[src/logic/csc_pkg.sv]
// Constants, register map and types of the clock source and start-up control.
// Assumes byte-addressed classic Wishbone with 32-bit data.
package csc_pkg;

    // Register byte offsets
    localparam logic [7:0] FUSE_OFS   = 8'h00;
    localparam logic [7:0] CTRL_OFS   = 8'h04;
    localparam logic [7:0] STATUS_OFS = 8'h08;
    localparam logic [7:0] COUNT_OFS  = 8'h0C;

    // Fuse register fields (0 = programmed, 1 = unprogrammed)
    localparam int SRC_LSB  = 0;
    localparam int SUT_LSB  = 4;
    localparam int DIV8_BIT = 6;

    // As-shipped fuses: RC source, longest start-up, divide by eight programmed
    localparam logic [3:0] SRC_SHIPPED  = 4'h2;
    localparam logic [1:0] SUT_SHIPPED  = 2'h2;
    localparam logic       DIV8_SHIPPED = 1'b0;
    localparam logic       FUSE_PROGRAMMED = 1'b0;

    // Control register fields
    localparam int MODE_LSB    = 0;
    localparam int SLEEP_BIT   = 3;
    localparam int RESTART_BIT = 4;

    // Source classes reported in status
    localparam logic [1:0] CLS_CRYSTAL = 2'h0;
    localparam logic [1:0] CLS_LOWFREQ = 2'h1;
    localparam logic [1:0] CLS_RC      = 2'h2;
    localparam logic [1:0] CLS_EXT     = 2'h3;

    // Source select codes
    localparam logic [3:0] SRC_CRYSTAL_MIN = 4'h8;
    localparam logic [3:0] SRC_LOWFREQ_A   = 4'h6;
    localparam logic [3:0] SRC_LOWFREQ_B   = 4'h7;
    localparam logic [3:0] SRC_RC          = 4'h2;
    localparam logic [3:0] SRC_EXT         = 4'h0;

    // Start-up select codes
    localparam logic [1:0] SUT_NONE  = 2'h0;
    localparam logic [1:0] SUT_SHORT = 2'h1;

    // Watchdog oscillator cycles of the reset delay
    localparam int WDT_SHORT_CYCLES = 4096;
    localparam int WDT_LONG_CYCLES  = 65536;
    localparam int CNT_W            = 17;

    // Prescale factors reported to the clock generator
    localparam logic [3:0] PRESCALE_DIV8 = 4'h8;
    localparam logic [3:0] PRESCALE_DIV1 = 4'h1;

    typedef enum logic [2:0] {
        MODE_IDLE       = 3'h0,
        MODE_NOISE_RED  = 3'h1,
        MODE_POWER_DOWN = 3'h2,
        MODE_POWER_SAVE = 3'h3,
        MODE_STANDBY    = 3'h6
    } csc_mode_type;

    typedef enum logic [4:0] {
        ST_RESET_DLY = 5'b00001,
        ST_SRC_DLY   = 5'b00010,
        ST_RUN       = 5'b00100,
        ST_SLEEP     = 5'b01000,
        ST_HOLD      = 5'b10000
    } csc_state_type;

endpackage

[src/logic/csc_clock_control.sv]
// Clock source selection, start-up delay and clock-domain gating.
// Assumes src_tick_i pulses once per cycle of the selected source and
// wdt_tick_i once per watchdog oscillator cycle, both synchronous to clk_i.
`timescale 1ns/1ps
`default_nettype none

// How it works
// - Four-bit source fuse picks crystal, low-frequency, RC or external; others reserved.
// - A fuse bit reading one is unprogrammed, zero is programmed.
// - Wake from power-down or power-save waits source cycles before running.
// - Reset start adds 0, 4,096 or 65,536 watchdog cycles of delay.
// - Shipped fuses: RC source, start-up 10, divide by eight programmed.
// - Unused module clocks are halted according to the sleep mode.
// - Core clock halted means the core performs no operations.
// - Peripheral clock halted leaves some external interrupts on async detection.
// - Start-condition detector runs asynchronously while peripheral clock is halted.
// - Program memory clock runs together with the core clock.
// - Async timer domain keeps timer and LCD running during sleep except power-down and standby.
// - Converter domain keeps running in noise reduction while core and peripheral clocks halt.
module csc_clock_control #(
    parameter int WAKE_SRC_CYCLES = 1024,
    parameter int WDT_SHORT       = csc_pkg::WDT_SHORT_CYCLES,
    parameter int WDT_LONG        = csc_pkg::WDT_LONG_CYCLES
) (
    // Clock, reset, enable
    input  wire logic        clk_i,
    input  wire logic        rst_i,
    input  wire logic        ce_i,
    // Wishbone slave
    input  wire logic        wb_cyc_i,
    input  wire logic        wb_stb_i,
    input  wire logic        wb_we_i,
    input  wire logic [7:0]  wb_adr_i,
    input  wire logic [3:0]  wb_sel_i,
    input  wire logic [31:0] wb_dat_i,
    output logic      [31:0] wb_dat_o,
    output logic             wb_ack_o,
    // Oscillator ticks and wake-up
    input  wire logic        src_tick_i,
    input  wire logic        wdt_tick_i,
    input  wire logic        wake_i,
    // Clock domain enables
    output logic             core_clock_en_o,
    output logic             peripheral_clock_en_o,
    output logic             program_memory_clock_en_o,
    output logic             async_timer_clock_en_o,
    output logic             converter_clock_en_o,
    // Async detection and generator setup
    output logic             async_irq_detect_o,
    output logic             start_condition_async_o,
    output logic             core_run_o,
    output logic      [1:0]  source_class_o,
    output logic      [3:0]  prescale_o
);

    initial begin
        if (WAKE_SRC_CYCLES < 1 || WAKE_SRC_CYCLES >= (1 << csc_pkg::CNT_W))
            $error("WAKE_SRC_CYCLES out of range");
        if (WDT_SHORT < 1 || WDT_LONG < 1 || WDT_LONG > (1 << csc_pkg::CNT_W) - 1)
            $error("watchdog delay out of range");
    end

    localparam logic [csc_pkg::CNT_W-1:0] WAKE_N  = csc_pkg::CNT_W'(WAKE_SRC_CYCLES);
    localparam logic [csc_pkg::CNT_W-1:0] SHORT_N = csc_pkg::CNT_W'(WDT_SHORT);
    localparam logic [csc_pkg::CNT_W-1:0] LONG_N  = csc_pkg::CNT_W'(WDT_LONG);

    // Registers
    logic [3:0]                 src_sel_q;
    logic [1:0]                 sut_sel_q;
    logic                       div8_q;
    logic [3:0]                 act_src_q;
    logic [1:0]                 act_sut_q;
    logic                       act_div8_q;
    csc_pkg::csc_mode_type      mode_q;
    csc_pkg::csc_state_type     state_q;
    logic [csc_pkg::CNT_W-1:0]  cnt_q;
    logic                       ack_q;
    logic [31:0]                dat_q;
    logic                       restart_q;

    // Bus decode
    logic       req;
    logic       wr_lo;
    logic       hit_fuse;
    logic       hit_ctrl;
    logic       hit_stat;
    logic       hit_cnt;
    logic       sleep_go;
    logic       restart_go;
    logic       src_reserved;
    logic [1:0] src_class;
    logic [csc_pkg::CNT_W-1:0] reset_n;
    logic       deep_mode;

    assign req      = wb_cyc_i && wb_stb_i && !ack_q;
    assign wr_lo    = req && wb_we_i && wb_sel_i[0];
    assign hit_fuse = wb_adr_i == csc_pkg::FUSE_OFS;
    assign hit_ctrl = wb_adr_i == csc_pkg::CTRL_OFS;
    assign hit_stat = wb_adr_i == csc_pkg::STATUS_OFS;
    assign hit_cnt  = wb_adr_i == csc_pkg::COUNT_OFS;
    assign sleep_go   = wr_lo && hit_ctrl && wb_dat_i[csc_pkg::SLEEP_BIT];
    assign restart_go = wr_lo && hit_ctrl && wb_dat_i[csc_pkg::RESTART_BIT];

    always_comb begin
        src_reserved = 1'b0;
        src_class    = csc_pkg::CLS_RC;
        if (act_src_q >= csc_pkg::SRC_CRYSTAL_MIN) begin
            src_class = csc_pkg::CLS_CRYSTAL;
        end else if (act_src_q == csc_pkg::SRC_LOWFREQ_A ||
                     act_src_q == csc_pkg::SRC_LOWFREQ_B) begin
            src_class = csc_pkg::CLS_LOWFREQ;
        end else if (act_src_q == csc_pkg::SRC_RC) begin
            src_class = csc_pkg::CLS_RC;
        end else if (act_src_q == csc_pkg::SRC_EXT) begin
            src_class = csc_pkg::CLS_EXT;
        end else begin
            src_reserved = 1'b1;
        end
    end

    always_comb begin
        if (act_sut_q == csc_pkg::SUT_NONE) begin
            reset_n = '0;
        end else if (act_sut_q == csc_pkg::SUT_SHORT) begin
            reset_n = SHORT_N;
        end else begin
            reset_n = LONG_N;
        end
    end

    assign deep_mode = mode_q == csc_pkg::MODE_POWER_DOWN ||
                       mode_q == csc_pkg::MODE_POWER_SAVE ||
                       mode_q == csc_pkg::MODE_STANDBY;

    always_ff @(posedge clk_i) begin
        if (rst_i) begin
            src_sel_q <= csc_pkg::SRC_SHIPPED;
            sut_sel_q <= csc_pkg::SUT_SHIPPED;
            div8_q    <= csc_pkg::DIV8_SHIPPED;
        end else if (ce_i && wr_lo && hit_fuse) begin
            src_sel_q <= wb_dat_i[csc_pkg::SRC_LSB +: 4];
            sut_sel_q <= wb_dat_i[csc_pkg::SUT_LSB +: 2];
            div8_q    <= wb_dat_i[csc_pkg::DIV8_BIT];
        end
    end

    // Fuses take effect only at a start-up, as real fuses are read at reset
    always_ff @(posedge clk_i) begin
        if (rst_i) begin
            restart_q <= 1'b1;
        end else if (ce_i) begin
            restart_q <= restart_go;
        end
    end

    always_ff @(posedge clk_i) begin
        if (rst_i) begin
            act_src_q  <= csc_pkg::SRC_SHIPPED;
            act_sut_q  <= csc_pkg::SUT_SHIPPED;
            act_div8_q <= csc_pkg::DIV8_SHIPPED;
        end else if (ce_i && restart_q) begin
            act_src_q  <= src_sel_q;
            act_sut_q  <= sut_sel_q;
            act_div8_q <= div8_q;
        end
    end

    // Sleep mode register
    always_ff @(posedge clk_i) begin
        if (rst_i) begin
            mode_q <= csc_pkg::MODE_IDLE;
        end else if (ce_i && wr_lo && hit_ctrl && state_q == csc_pkg::ST_RUN) begin
            mode_q <= csc_pkg::csc_mode_type'(wb_dat_i[csc_pkg::MODE_LSB +: 3]);
        end
    end

    // Start-up and sleep sequencer
    always_ff @(posedge clk_i) begin
        if (rst_i) begin
            state_q <= csc_pkg::ST_RESET_DLY;
            cnt_q   <= '0;
        end else if (ce_i) begin
            if (restart_q) begin
                state_q <= csc_pkg::ST_RESET_DLY;
                cnt_q   <= '0;
            end else begin
                unique case (state_q)
                    csc_pkg::ST_RESET_DLY: begin
                        if (cnt_q >= reset_n) begin
                            state_q <= src_reserved ? csc_pkg::ST_HOLD : csc_pkg::ST_SRC_DLY;
                            cnt_q   <= '0;
                        end else if (wdt_tick_i) begin
                            cnt_q <= cnt_q + 1'b1;
                        end
                    end
                    csc_pkg::ST_SRC_DLY: begin
                        if (cnt_q >= WAKE_N) begin
                            state_q <= csc_pkg::ST_RUN;
                            cnt_q   <= '0;
                        end else if (src_tick_i) begin
                            cnt_q <= cnt_q + 1'b1;
                        end
                    end
                    csc_pkg::ST_RUN: begin
                        if (sleep_go) begin
                            state_q <= csc_pkg::ST_SLEEP;
                        end
                    end
                    csc_pkg::ST_SLEEP: begin
                        if (wake_i) begin
                            state_q <= deep_mode ? csc_pkg::ST_SRC_DLY : csc_pkg::ST_RUN;
                            cnt_q   <= '0;
                        end
                    end
                    csc_pkg::ST_HOLD: begin
                        state_q <= csc_pkg::ST_HOLD;
                    end
                    default: begin
                        state_q <= csc_pkg::ST_RESET_DLY;
                        cnt_q   <= '0;
                    end
                endcase
            end
        end
    end

    // Clock gating per sleep mode
    logic running;
    logic asleep;
    assign running = state_q == csc_pkg::ST_RUN;
    assign asleep  = state_q == csc_pkg::ST_SLEEP;

    always_ff @(posedge clk_i) begin
        if (rst_i) begin
            core_clock_en_o           <= 1'b0;
            program_memory_clock_en_o <= 1'b0;
            peripheral_clock_en_o     <= 1'b0;
            async_timer_clock_en_o    <= 1'b0;
            converter_clock_en_o      <= 1'b0;
            core_run_o                <= 1'b0;
        end else if (ce_i) begin
            core_clock_en_o           <= running;
            core_run_o                <= running;
            program_memory_clock_en_o <= running;
            // Peripheral clock only in idle sleep
            peripheral_clock_en_o     <= running ||
                                         (asleep && mode_q == csc_pkg::MODE_IDLE);
            // Async timer runs except power-down and standby
            async_timer_clock_en_o    <= running ||
                                         (asleep && mode_q != csc_pkg::MODE_POWER_DOWN &&
                                          mode_q != csc_pkg::MODE_STANDBY);
            // Converter runs in idle and noise reduction
            converter_clock_en_o      <= running ||
                                         (asleep && (mode_q == csc_pkg::MODE_IDLE ||
                                          mode_q == csc_pkg::MODE_NOISE_RED));
        end
    end

    // Async interrupt detect while peripheral clock halted
    assign async_irq_detect_o      = !peripheral_clock_en_o;
    assign start_condition_async_o = !peripheral_clock_en_o;

    // Programmed fuse means divide by eight
    always_ff @(posedge clk_i) begin
        if (rst_i) begin
            prescale_o     <= csc_pkg::PRESCALE_DIV8;
            source_class_o <= csc_pkg::CLS_RC;
        end else if (ce_i) begin
            prescale_o     <= (act_div8_q == csc_pkg::FUSE_PROGRAMMED) ?
                              csc_pkg::PRESCALE_DIV8 : csc_pkg::PRESCALE_DIV1;
            source_class_o <= src_class;
        end
    end

    // Wishbone answer: one wait state, unmapped reads give zero
    always_ff @(posedge clk_i) begin
        if (rst_i) begin
            ack_q <= 1'b0;
            dat_q <= '0;
        end else if (ce_i) begin
            ack_q <= req;
            dat_q <= '0;
            if (req && !wb_we_i) begin
                if (hit_fuse) begin
                    dat_q[csc_pkg::SRC_LSB +: 4] <= src_sel_q;
                    dat_q[csc_pkg::SUT_LSB +: 2] <= sut_sel_q;
                    dat_q[csc_pkg::DIV8_BIT]     <= div8_q;
                end else if (hit_ctrl) begin
                    dat_q[csc_pkg::MODE_LSB +: 3] <= mode_q;
                end else if (hit_stat) begin
                    dat_q[4:0] <= state_q;
                    dat_q[5]   <= src_reserved;
                    dat_q[7:6] <= src_class;
                end else if (hit_cnt) begin
                    dat_q[csc_pkg::CNT_W-1:0] <= cnt_q;
                end
            end
        end
    end

    assign wb_ack_o = ack_q;
    assign wb_dat_o = dat_q;

endmodule

`default_nettype wire

[config.mk]
export PLATFORM = sky130hd
export DESIGN_NAME = csc_clock_control
export DESIGN_NICKNAME = d
export VERILOG_FILES = /design/src/logic/csc_pkg.sv /design/src/logic/csc_clock_control.sv
export SDC_FILE = /design/constraint.sdc
export NUM_CORES = 1
export LEC_CHECK = 0
export BUFFER_PORTS_ARGS = -buffer_cell sky130_fd_sc_hd__buf_2
export CAP_MARGIN = 20
export CORE_ASPECT_RATIO = 1.2
export CORE_MARGIN = 2
export CORE_UTILIZATION = 40
export DETAILED_ROUTE_END_ITERATION = 6
export GPL_TIMING_DRIVEN = 0
export PLACE_DENSITY = 0.63
export SYNTH_ARGS = -nofsm -noshare
export SYNTH_HDL_FRONTEND = slang
export SYNTH_SLANG_ARGS = --single-unit
[constraint.sdc]
create_clock -name clk_i -period 4.4 [get_ports clk_i]
set_input_delay 0.88 -clock clk_i [delete_from_list [all_inputs] [get_ports clk_i]]
set_output_delay 0.88 -clock clk_i [all_outputs]
set_load 0.02 [all_outputs]
---- Word level (Yosys, flattened, before mapping) ----
Cells that the tools add are included.
word-level totals
  register bits after elaboration ......... 68
  output and inout bits ................... 47
  logic and storage cells ................. 115
  input bits .............................. 53
operators by class
  reductions and logical operators ........ 34
  $add $sub $neg .......................... 1
  magnitude comparators ................... 3
  multiplexer cells ....................... 34
  equal/unequal tests ..................... 25
operators with widths
  cell                                                    count
  2-to-1 mux 17 bit                                       10
  case mux 17 bit (4 select lines)                        1
  2-to-1 mux 5 bit                                        6
  case mux 5 bit (5 select lines)                         1
  adder 17 x 1 -> 17 bit (second input constant)          1
  >= comparator 17 x 11 -> 1 bit (second input constant)  1
  >= comparator 17 bit                                    1
  logical AND 1 bit                                       17
  equality test 8 x 4 -> 1 bit (second input constant)    2
  != test 3 bit (second input constant)                   5
  2-to-1 mux 14 bit                                       1
  2-to-1 mux 10 bit                                       1
  AND reduction 5 bit                                     2
  2-to-1 mux 9 bit                                        1
  equality test 4 x 3 -> 1 bit (second input constant)    2
  equality test 8 x 3 -> 1 bit (second input constant)    1
  logical NOT 8 bit                                       1
  2-to-1 mux 8 bit                                        1
  != test 4 bit (second input constant)                   2
  logical OR 1 bit                                        7
  2-to-1 mux 7 bit                                        1
  equality test 3 x 2 -> 1 bit (second input constant)    2
  2-to-1 mux 1 bit                                        6
  2-to-1 mux 3 bit                                        2
  19 further kinds                                        22

---- Longest topological paths before layout ----
Gate-level depths: netlist of the first run.
  word-level depth ........................ 9
  gate-level depth with buffers ........... 9
  depth with buffers taken out ............ 7

---- Worst setup path before layout of the first run ----
OpenSTA, ideal clock, no wires.
  path kind ............................... input-to-reg
  start ................................... input port wb_adr_i[1]
  end ..................................... register src_sel_q[1]
  library setup time ...................... 0.129 ns
  path slack .............................. 1.888 ns
  path buffers ............................ 1
  data required time ...................... 4.271 ns
  stages on the path ...................... 6
  arrival ................................. 2.383 ns
  path through ............................ or4_4 > or4_4 > buf_6 > nor2_8 > mux2i_1 > nand2_1
on the way
  cells in the longest elaborated chain, start to end .. 2
ends and longest elaborated chain
  what                    RTL line                  text
  start: declaration      csc_clock_control.sv:33   input wire logic [7:0] wb_adr_i,
  logical NOT 8 bit       csc_clock_control.sv:97   assign hit_fuse = wb_adr_i == csc_pkg::FUSE_OFS;
  logical AND 1 bit       csc_clock_control.sv:140  end else if (ce_i && wr_lo && hit_fuse) begin
  end signal: assignment  csc_clock_control.sv:137  src_sel_q <= csc_pkg::SRC_SHIPPED;
  end signal: assignment  csc_clock_control.sv:141  src_sel_q <= wb_dat_i[csc_pkg::SRC_LSB +: 4];
  end: declaration        csc_clock_control.sv:68   logic [3:0] src_sel_q;
Every way passes these cells.
A chain may end at the register's enable or synchronous reset.

---- Worst setup path after layout of the first run ----
  start ................................... register cnt_q[12] (netlist bit)
  end ..................................... register cnt_q[15] (netlist bit)
on the way
  cells in the longest elaborated chain, start to end .. 5
  elaborated cells on any way between the ends .. 12
  classes of those cells .................. 1 x add/sub; 2 x order compare; 2 x eq/ne; 6 x mux; 1 x reduce/logical
ends and longest elaborated chain
  what                                  RTL line                                            text
  start: declaration                    csc_clock_control.sv:76                             logic [csc_pkg::CNT_W-1:0] cnt_q;
  start signal: assignment              csc_clock_control.sv:193                            cnt_q <= cnt_q + 1'b1;
  start signal: assignment              csc_clock_control.sv:201                            cnt_q <= cnt_q + 1'b1;
  adder 17 x 1 -> 17 bit                csc_clock_control.sv:193, csc_clock_control.sv:201
  2-to-1 mux 17 bit (on tied branches)  csc_clock_control.sv:200, csc_clock_control.sv:192
  2-to-1 mux 17 bit (on tied branches)  csc_clock_control.sv:197, csc_clock_control.sv:189
  case mux 17 bit (4 select lines)      csc_clock_control.sv:187                            unique case (state_q)
  2-to-1 mux 17 bit                     csc_clock_control.sv:183                            if (restart_q) begin
Several ways; a longest one is shown, not always the timed one. The select of a mux whose other input is x is not followed.

==> results of run 1 <==
worst min-delay path: cells and delay by family (launching register included):
family	cells	cell delay (ns)
AND/OR/NAND/NOR	1	0.05
flip-flops	1	0.31
AO/OA/AOI/OAI	1	0.05
area by class of cell:
class | instances | area share (%)
inverter | 16 | 1.35
tap | 120 | 3.38
timing repair buffer | 52 | 5.85
multi-input combinational | 326 | 47.4
buffer | 53 | 7.46
sequential | 66 | 29.7
clock buffer | 9 | 2.79
clock inverter | 7 | 2.05
path summary, 6_finish.rpt:
path	slack [ns]	to	startpoint
worst min register to register	0.46	act_sut_q[0]	act_sut_q[0]
worst min-delay path	0.46	act_sut_q[0]	act_sut_q[0]
worst max register to register	1.96	cnt_q[15]	cnt_q[12]
worst max-delay path	1.96	cnt_q[15]	cnt_q[12]
kinds of logic (layout without fill, tap and decap cells):
family,count (synthesis),after routing
compound gates,114,114
xor+xnor,1,1
fa+ha+maj,4,4
mux,13,13
buf+inv,69,137
flops,66,66
simple gates,177,177
other cells,1,17
cell usage after synthesis (all sizes together), types with 9 or more instances:
master,n
dfxtp,66
nand2,40
buf,38
nor2,38
a21oi,27
nand3,23
o21ai,18
clkbuf,15
inv,15
mux2i,13
a22oi,10
nand4,10
a211oi,9
or3,9
cells in the final DEF, fill, tap and decap left out, types with 5 or more instances in the layout:
cell type / count
sky130_fd_sc_hd__a211oi_1: 9
sky130_fd_sc_hd__a21oi_1: 27
sky130_fd_sc_hd__a22oi_1: 10
sky130_fd_sc_hd__and3_1: 6
sky130_fd_sc_hd__buf_2: 62
sky130_fd_sc_hd__buf_4: 20
sky130_fd_sc_hd__buf_6: 6
sky130_fd_sc_hd__clkbuf_1: 15
sky130_fd_sc_hd__clkbuf_8: 9
sky130_fd_sc_hd__conb_1: 17
sky130_fd_sc_hd__dfxtp_1: 66
sky130_fd_sc_hd__inv_1: 14
sky130_fd_sc_hd__mux2i_1: 13
sky130_fd_sc_hd__nand2_1: 40
sky130_fd_sc_hd__nand3_1: 22
sky130_fd_sc_hd__nand4_1: 10
sky130_fd_sc_hd__nor2_1: 37
sky130_fd_sc_hd__nor2b_1: 6
sky130_fd_sc_hd__nor3_1: 6
sky130_fd_sc_hd__nor4b_1: 5
sky130_fd_sc_hd__o211ai_1: 6
sky130_fd_sc_hd__o21ai_0: 17
sky130_fd_sc_hd__o32ai_1: 7
sky130_fd_sc_hd__or3_1: 8
layer usage:
layer | vias to the layer above | global-route usage [%]
met3 | 25 | 4.08
met4 | 0 | 8.32
met1 | 1750 | 26.4
met2 | 164 | 39.2
met5 | - | 0
li1 | 1768 | -
metrics by stage:
step	total power, mW	hold slack, ns	std cells	utilization, %
2_1_floorplan	0.749	0.432	461	-
3_3_place_gp	0.798	0.444	633	46.6
3_5_place_dp	0.798	0.449	633	46.6
4_1_cts	1.37	0.459	649	49.0
5_1_grt	1.41	0.496	649	49.0
6_report	1.36	0.460	649	49.0
state kept, by name, indices dropped and copies added, names as in the netlist:
signal,flops
act_div8_q,1
act_src_q,4
act_sut_q,2
async_timer_clock_en_o,1
cnt_q,17
converter_clock_en_o,1
core_run_o,1
div8_q,1
mode_q,3
peripheral_clock_en_o,1
prescale_o,2
restart_q,1
source_class_o,2
src_sel_q,4
state_q,5
sut_sel_q,2
wb_ack_o,1
wb_dat_o,17
where the power goes:
group	leakage (nW)	switching, mW	internal, mW
Clock	0.109	0.258	0.318
Sequential	0.533	0.00571	0.603
Combinational	1.08	0.115	0.0644
==> results summary, run 1 <==
The number of setup violations in the final report is 0. The share of post-route cells with drive strength above 1 came out at between 20% and 30%. The clock latency of the later-clocked register in the worst-skew pair came out at approximately 0.35 ns. Buffers inserted during clock tree synthesis total 9.

Routability-driven placement finished with a final weighted congestion of 0.929. The post-route worst setup slack came out at slightly below 2 ns. TritonCTS built the clock tree. The master cell of the clock root buffer is sky130_fd_sc_hd__clkbuf_8. The largest net degree at the start of global routing is 13. The summed instance area of the synthesized netlist came out at 3760 sq um. Broken down by cell family, the worst path's largest delay share belongs to compound AO/OA/AOI/OAI gates.

The run finished with clean final reports. The first global-routing pass estimated 17,400 microns of wire. The slew at the pin closest to its max-slew limit came out at between 0.6 and 0.7 ns. The number of buffers and inverters on the critical path is 2.

Setup repair after global routing left no endpoint under its margin. The highest layer touched by signal routing is met4. In this run the worst hold path is classified as flop to flop.

Of all nets on the critical path, the largest fanout is 10. The number of global-route vias before repair came out at approximately 3,400. The die outline height is around 110 microns. Counting flops with an async set or reset pin after synthesis yields a share of 0%.

The relative max-transition margin is between 50% and 60%. Hold repair after CTS inserted 0 buffers. Summing all multi-input logic gate instances after layout gives between 2000 and 2500 sq um.

The power density over the cells is slightly above 300 nW/um^2. For this run, design rule violations remaining after detail routing come to 0. The final-layout fill cell count is between 900 and 1,000.

The area share of the largest cell type after synthesis is between 30% and 40%. The met2 wirelength from detailed routing is between 5000 and 6000 microns. The required time of the critical path came out at between 4 and 5 ns. The via density per instance is 5.71. The number of levels the H-tree was split into came out at 3. Walking the worst path, the cells encountered are inv_1 > ha_1 > nor4b_1 > and4_1 > o21ai_4 > buf_2 > nand4_1 > a31oi_1.

The post-detailed-placement half-perimeter wirelength is a little over 8000 microns. The max capacitance violation total is 0. The peak per-stage delay on the critical path is 0.49 ns. The sequential area share after synthesis came out at between 30% and 40%.

The area fraction in compound gates after synthesis is 22.2%. The post-synthesis share of cell area spent on full adders, half adders and majority gates came out at under 10%. Post-CTS timing repair inserted 0 buffers for setup. The worst setup path is launched from a flop. The clock-pin slew of the registers on the worst-case setup and hold paths is ~0.08 ns. The worst hold path depth is 2. Summed over all instances, the cell type with the most area after synthesis is sky130_fd_sc_hd__dfxtp_1. The average wire per cell in the routed design came out at around 17 microns. The first routing iteration left about 250 violations. Before antenna repair, the detailed router went through 5 iterations.

The number of port buffers is 52. The share of synthesized area spent on multiplexers came out at ~3.5%. Ranked by total cell area, the synthesized netlist is headed by sky130_fd_sc_hd__dfxtp_1, sky130_fd_sc_hd__buf_4, sky130_fd_sc_hd__nand2_1, sky130_fd_sc_hd__nor2_1, sky130_fd_sc_hd__a21oi_1. The number of sinks handled by clock tree synthesis is 66. The largest individual stage delay along the critical path comes from the cell sky130_fd_sc_hd__dfxtp_1. The number of enable flip-flop cells after synthesis came out at 0. The placed cell area came out at 4230 sq um. The leakage power total came out at between 1.5 and 2 nW. The arrival time of the worst setup path is approximately 2.7 ns.

The post-layout net count is slightly below 600. The placeable core region is between 9000 and 10,000 sq um. The final critical delay including setup and external delays is around 2.4 ns. The count of yosys warnings during synthesis came out at 0. The cell depth of the worst setup path is 8. The starting density of the core is between 40% and 50%.

After synthesis, the largest family of logic cells by area is simple AND/OR/NAND/NOR gates. The number of standard cells after synthesis came out at between 400 and 500. Counting flops and latches in the post-synthesis netlist gives between 60 and 70. The post-placement worst setup slack is between 1.5 and 2 ns.

The per-instance average area after synthesis is ~8.4 sq um. The detailed-route via count came out at roughly 3,700. The number of antenna diodes is 0. The sequential cell area is around 1300 sq um. In the synthesized netlist the dominant register cell turns out to be sky130_fd_sc_hd__dfxtp_1. The worst voltage drop across the vdd grid came out at around 0.25 mV. The global route total overflow came out at 0. The length of routed wiring on met1 is approximately 4600 microns. The routed design has ~11,000 microns of wire. The overall routing resource usage is 22.0%.

The post-synthesis xor/xnor area fraction came out at less than 1%. The fmax is 410 MHz. The full die area came out at a little over 10,000 sq um. The final instance area is about 4400 sq um. The number of gates given a new drive strength after cts is 0. The count of cell types in the netlist came out at between 60 and 70. The worst setup path is of the flop to flop kind. For the final routed database, the setup TNS stands at 0 ns. After detailed routing, the met3 layer carries ~670 microns of wire. The worst setup path is captured at a flop.

The ratio of final minimum period to clock period came out at 55.5%. The max-slew violation total from the final report is 0. The number of antenna violations at the first check in global routing is 0. The number of buffers between clock root and the deepest sink came out at 2. The layout-stage area growth over the synthesis result is 18.2%.

The clock arrives with 0.00693 ns of skew. The number of cells on the worst reg-to-reg path is 8. The post-route antenna net violation count came out at 0.

The number of hold-slack violations in the final timing report is 0. Summing the areas of all and, or, nand and nor instances in the mapped netlist gives approximately 27% of the synthesized area. The die extent in x is around 93 microns. The total number of placement rows is 38. The number of top-level pins came out at 100.
(Power assumes the default switching activity.)
==> inputs of run 2 (changes only) <==
==> constraint.sdc (replaced) <==
create_clock -name clk_i -period 2.5 [get_ports clk_i]
set_input_delay 0.5 -clock clk_i [delete_from_list [all_inputs] [get_ports clk_i]]
set_output_delay 0.5 -clock clk_i [all_outputs]
set_load 0.02 [all_outputs]
==> run 2 against run 1 <==
Fmax increased by 5.0%. Sequential power increased by 76%. Total power increased by 76%. Critical path depth unchanged. Critical path type unchanged. Clock skew unchanged. Global-route usage unchanged. Sequential share of layout area about the same. First-iteration DRC count unchanged.
==> results summary, run 2 (synthesis gave the netlist of run 1 again) <==
Status: finished, final reports clean (unchanged). The net switching power figure is 0.666 mW (was 0.379 mW). The via density per instance is 5.71 (unchanged). The largest net degree at the start of global routing is 13 (unchanged).

The part of the total power dissipated in sequential elements is 44.6% (about the same). The total iterations of the first detailed-routing run was 5 (unchanged). The number of setup violations in the final report is 0 (unchanged). The overall routing resource usage was 22.0% (unchanged). The global route total overflow is 0 (unchanged). The switching share of power came out at 27.8% (about the same). The die outline height came to 110 microns (unchanged).

The total number of placement rows came out at 38 (unchanged). The fmax is 430 MHz (was 410 MHz). The number of antenna violations at the first check in global routing came out at 0 (unchanged).

The clock latency of the later-clocked register in the worst-skew pair came out at 0.35 ns (about the same). The cell-internal power came out at 1.73 mW (was 0.985 mW). The die extent in x came out at 92.5 microns (unchanged). The master cell of the clock root buffer is sky130_fd_sc_hd__clkbuf_8 (unchanged). The clock network fraction of total power came out at 42.2% (about the same).

The first-pass GRT wire length is 17,400 microns (unchanged). The detailed-route via count is 3,707 (unchanged). The weighted congestion at the end of routability-driven global placement was 0.929 (unchanged). The share of post-route cells with drive strength above 1 came to 24.6% (was 24.2%). The fraction of power consumed by combinational cells came out at 13.1% (about the same). The class of the most critical setup path is flop to flop (unchanged).

The most frequent standard cell in the layout excluding fill and tap cells is sky130_fd_sc_hd__dfxtp_1 (unchanged). The final critical delay including setup and external delays came to 2.32 ns (was 2.44 ns). The source of the worst hold timing path is wb_dat_i[5] (was act_sut_q[0]). The starting DRC count in detailed routing came out at 245 (unchanged). The ratio of final minimum period to clock period came to 93.0% (was 55.5%). Setup repair after global routing missed its margin: no (unchanged). The average wire per cell in the routed design is 17.1 microns (unchanged).

The number of antenna diodes came out at 0 (unchanged). The number of buffers between clock root and the deepest sink is 2 (unchanged). The final total power is 2.40 mW (was 1.36 mW).

The worst flop-to-flop path startpoint is cnt_q[12] (unchanged). The power density over the cells came to 540 nW/um^2 (was 307 nW/um^2). The clock tree skew after final layout is 0.00693 ns (unchanged). The final-layout fill cell count came to 906 (was 907).

The placeable core region is 9080 sq um (unchanged). The slew at the pin closest to its max-slew limit came to 0.628 ns (unchanged). The worst voltage drop across the vdd grid was 0.432 mV (was 0.245 mV). The leakage power total is 1.73 nW (about the same). The relative max-transition margin is 58.1% (unchanged). The number of global-route vias before repair came out at 3,413 (unchanged). The max-slew violation total from the final report came out at 0 (unchanged).

The type of element launching the critical path is a flop (unchanged). The critical path capture point type was a flop (unchanged). The arrival time of the worst setup path came to 2.60 ns (was 2.71 ns). The quantity of hold-fixing buffers added after cts is 0 (unchanged). The peak per-stage delay on the critical path was 0.41 ns (was 0.49 ns). The worst-path maximum fanout came to 10 (unchanged). Critical path, cell by cell: inv_1 > ha_1 > nor4b_1 > and4_2 > o21ai_4 > buf_2 > nand4_1 > a31oi_1 (was inv_1 > ha_1 > nor4b_1 > and4_1 > o21ai_4 > buf_2 > nand4_1 > a31oi_1). The timing startpoint of the critical path is cnt_q[12] (unchanged). The starting density of the core came out at 41.4% (unchanged).

The total DRC errors in the routed layout came out at 0 (unchanged). The full die area came out at 10,200 sq um (unchanged). The post-layout net count came out at 581 (unchanged). The CTS buffer count is 9 (unchanged).

The cell with the largest stage delay on the worst path is sky130_fd_sc_hd__dfxtp_2 (was sky130_fd_sc_hd__dfxtp_1). The max capacitance violation total came to 0 (unchanged). The final-layout setup total negative slack came out at 0 ns (unchanged). The CTS tree is done (unchanged). The required time of the critical path is 2.77 ns (was 4.67 ns).

The number of port buffers is 52 (unchanged). The post-route antenna net violation count is 0 (unchanged). The post-detailed-placement half-perimeter wirelength came out at 8210 microns (unchanged). The number of hold-slack violations in the final timing report was 0 (unchanged).

The layout-stage area growth over the synthesis result came out at 18.3% (was 18.2%). The clock-pin slew of the registers on the worst-case setup and hold paths came out at 0.08 ns (about the same). The path class of the lowest-slack min-delay path was primary input to flop (was flop to flop).

The number of sinks handled by clock tree synthesis is 66 (unchanged). Top library cells by usage in the layout, fill and taps aside: sky130_fd_sc_hd__dfxtp_1, sky130_fd_sc_hd__buf_2, sky130_fd_sc_hd__nand2_1 (unchanged). The number of top-level pins came to 100 (unchanged). The number of levels the H-tree was split into is 3 (unchanged).

The final wirelength is 11,100 microns (unchanged).
## run 2: power groups by stage
| stage | sequential [mW] | clock [mW] | combinational [mW] |
|---|---|---|---|
| final | 1.07 | 1.01 | 0.316 |
| after global routing | 1.07 | 1.07 | 0.342 |
| after CTS | 1.07 | 1.02 | 0.310 |
| after detailed placement | 1.10 | 0 | 0.310 |
| after global placement | 1.10 | 0 | 0.308 |
| after floorplan | 1.10 | 0 | 0.222 |
## run 2: metrics by stage
stage	instance area, sq um	hold slack [ns]	std cells	setup slack (ns)	util (%)
floorplan	3820	0.432	461	0.368	-
global placement	4230	0.444	633	0.140	46.6
detailed placement	4230	0.449	633	0.138	46.6
CTS	4450	0.367	649	0.144	49.0
global route	4450	0.390	649	0.0340	49.0
finish	4450	0.372	649	0.175	49.0
## run 2: layout make-up
class                           count  area [sq um]  share of cell area [%]
Tap cell                          120           150                    3.38
Inverter                           16          60.1                    1.35
Buffer                             53           332                    7.45
Clock inverter                      7          91.3                    2.05
Sequential cell                    66          1320                    29.7
Multi-Input combinational cell    326          2110                    47.4
Clock buffer                        9           124                    2.78
Timing Repair Buffer               52           260                    5.85
## run 2: final timing paths
kind | endpoint | depth (start not counted) | slack, ns
worst max register to register | cnt_q[15] | 8 | 0.18
worst min register to register | act_sut_q[0] | 2 | 0.46
worst min-delay path | sut_sel_q[1] | 3 | 0.37
worst max-delay path | cnt_q[15] | 8 | 0.18
## run 2: timing repair
action | CTS | global route
endpoints found under the setup margin | 0 | 6
endpoints found under the hold margin | 0 | 0
gates resized for setup | 0 | 2
buffers inserted | 0 | 0
## run 2: worst max-delay path: cells and delay by family, from the launching register on
family	cells	cell delay, ns
flops	1	0.41
buf+inv	2	0.43
simple gates	3	0.55
compound gates	2	0.54
fa+ha+maj	1	0.30
## run 2: layer usage
layer	GRT usage (%)	wire length [microns]	vias up
met4	8.32	235	0
met3	4.08	667	25
met5	0	0	-
li1	-	-	1768
met1	26.4	4620	1750
met2	39.2	5580	164
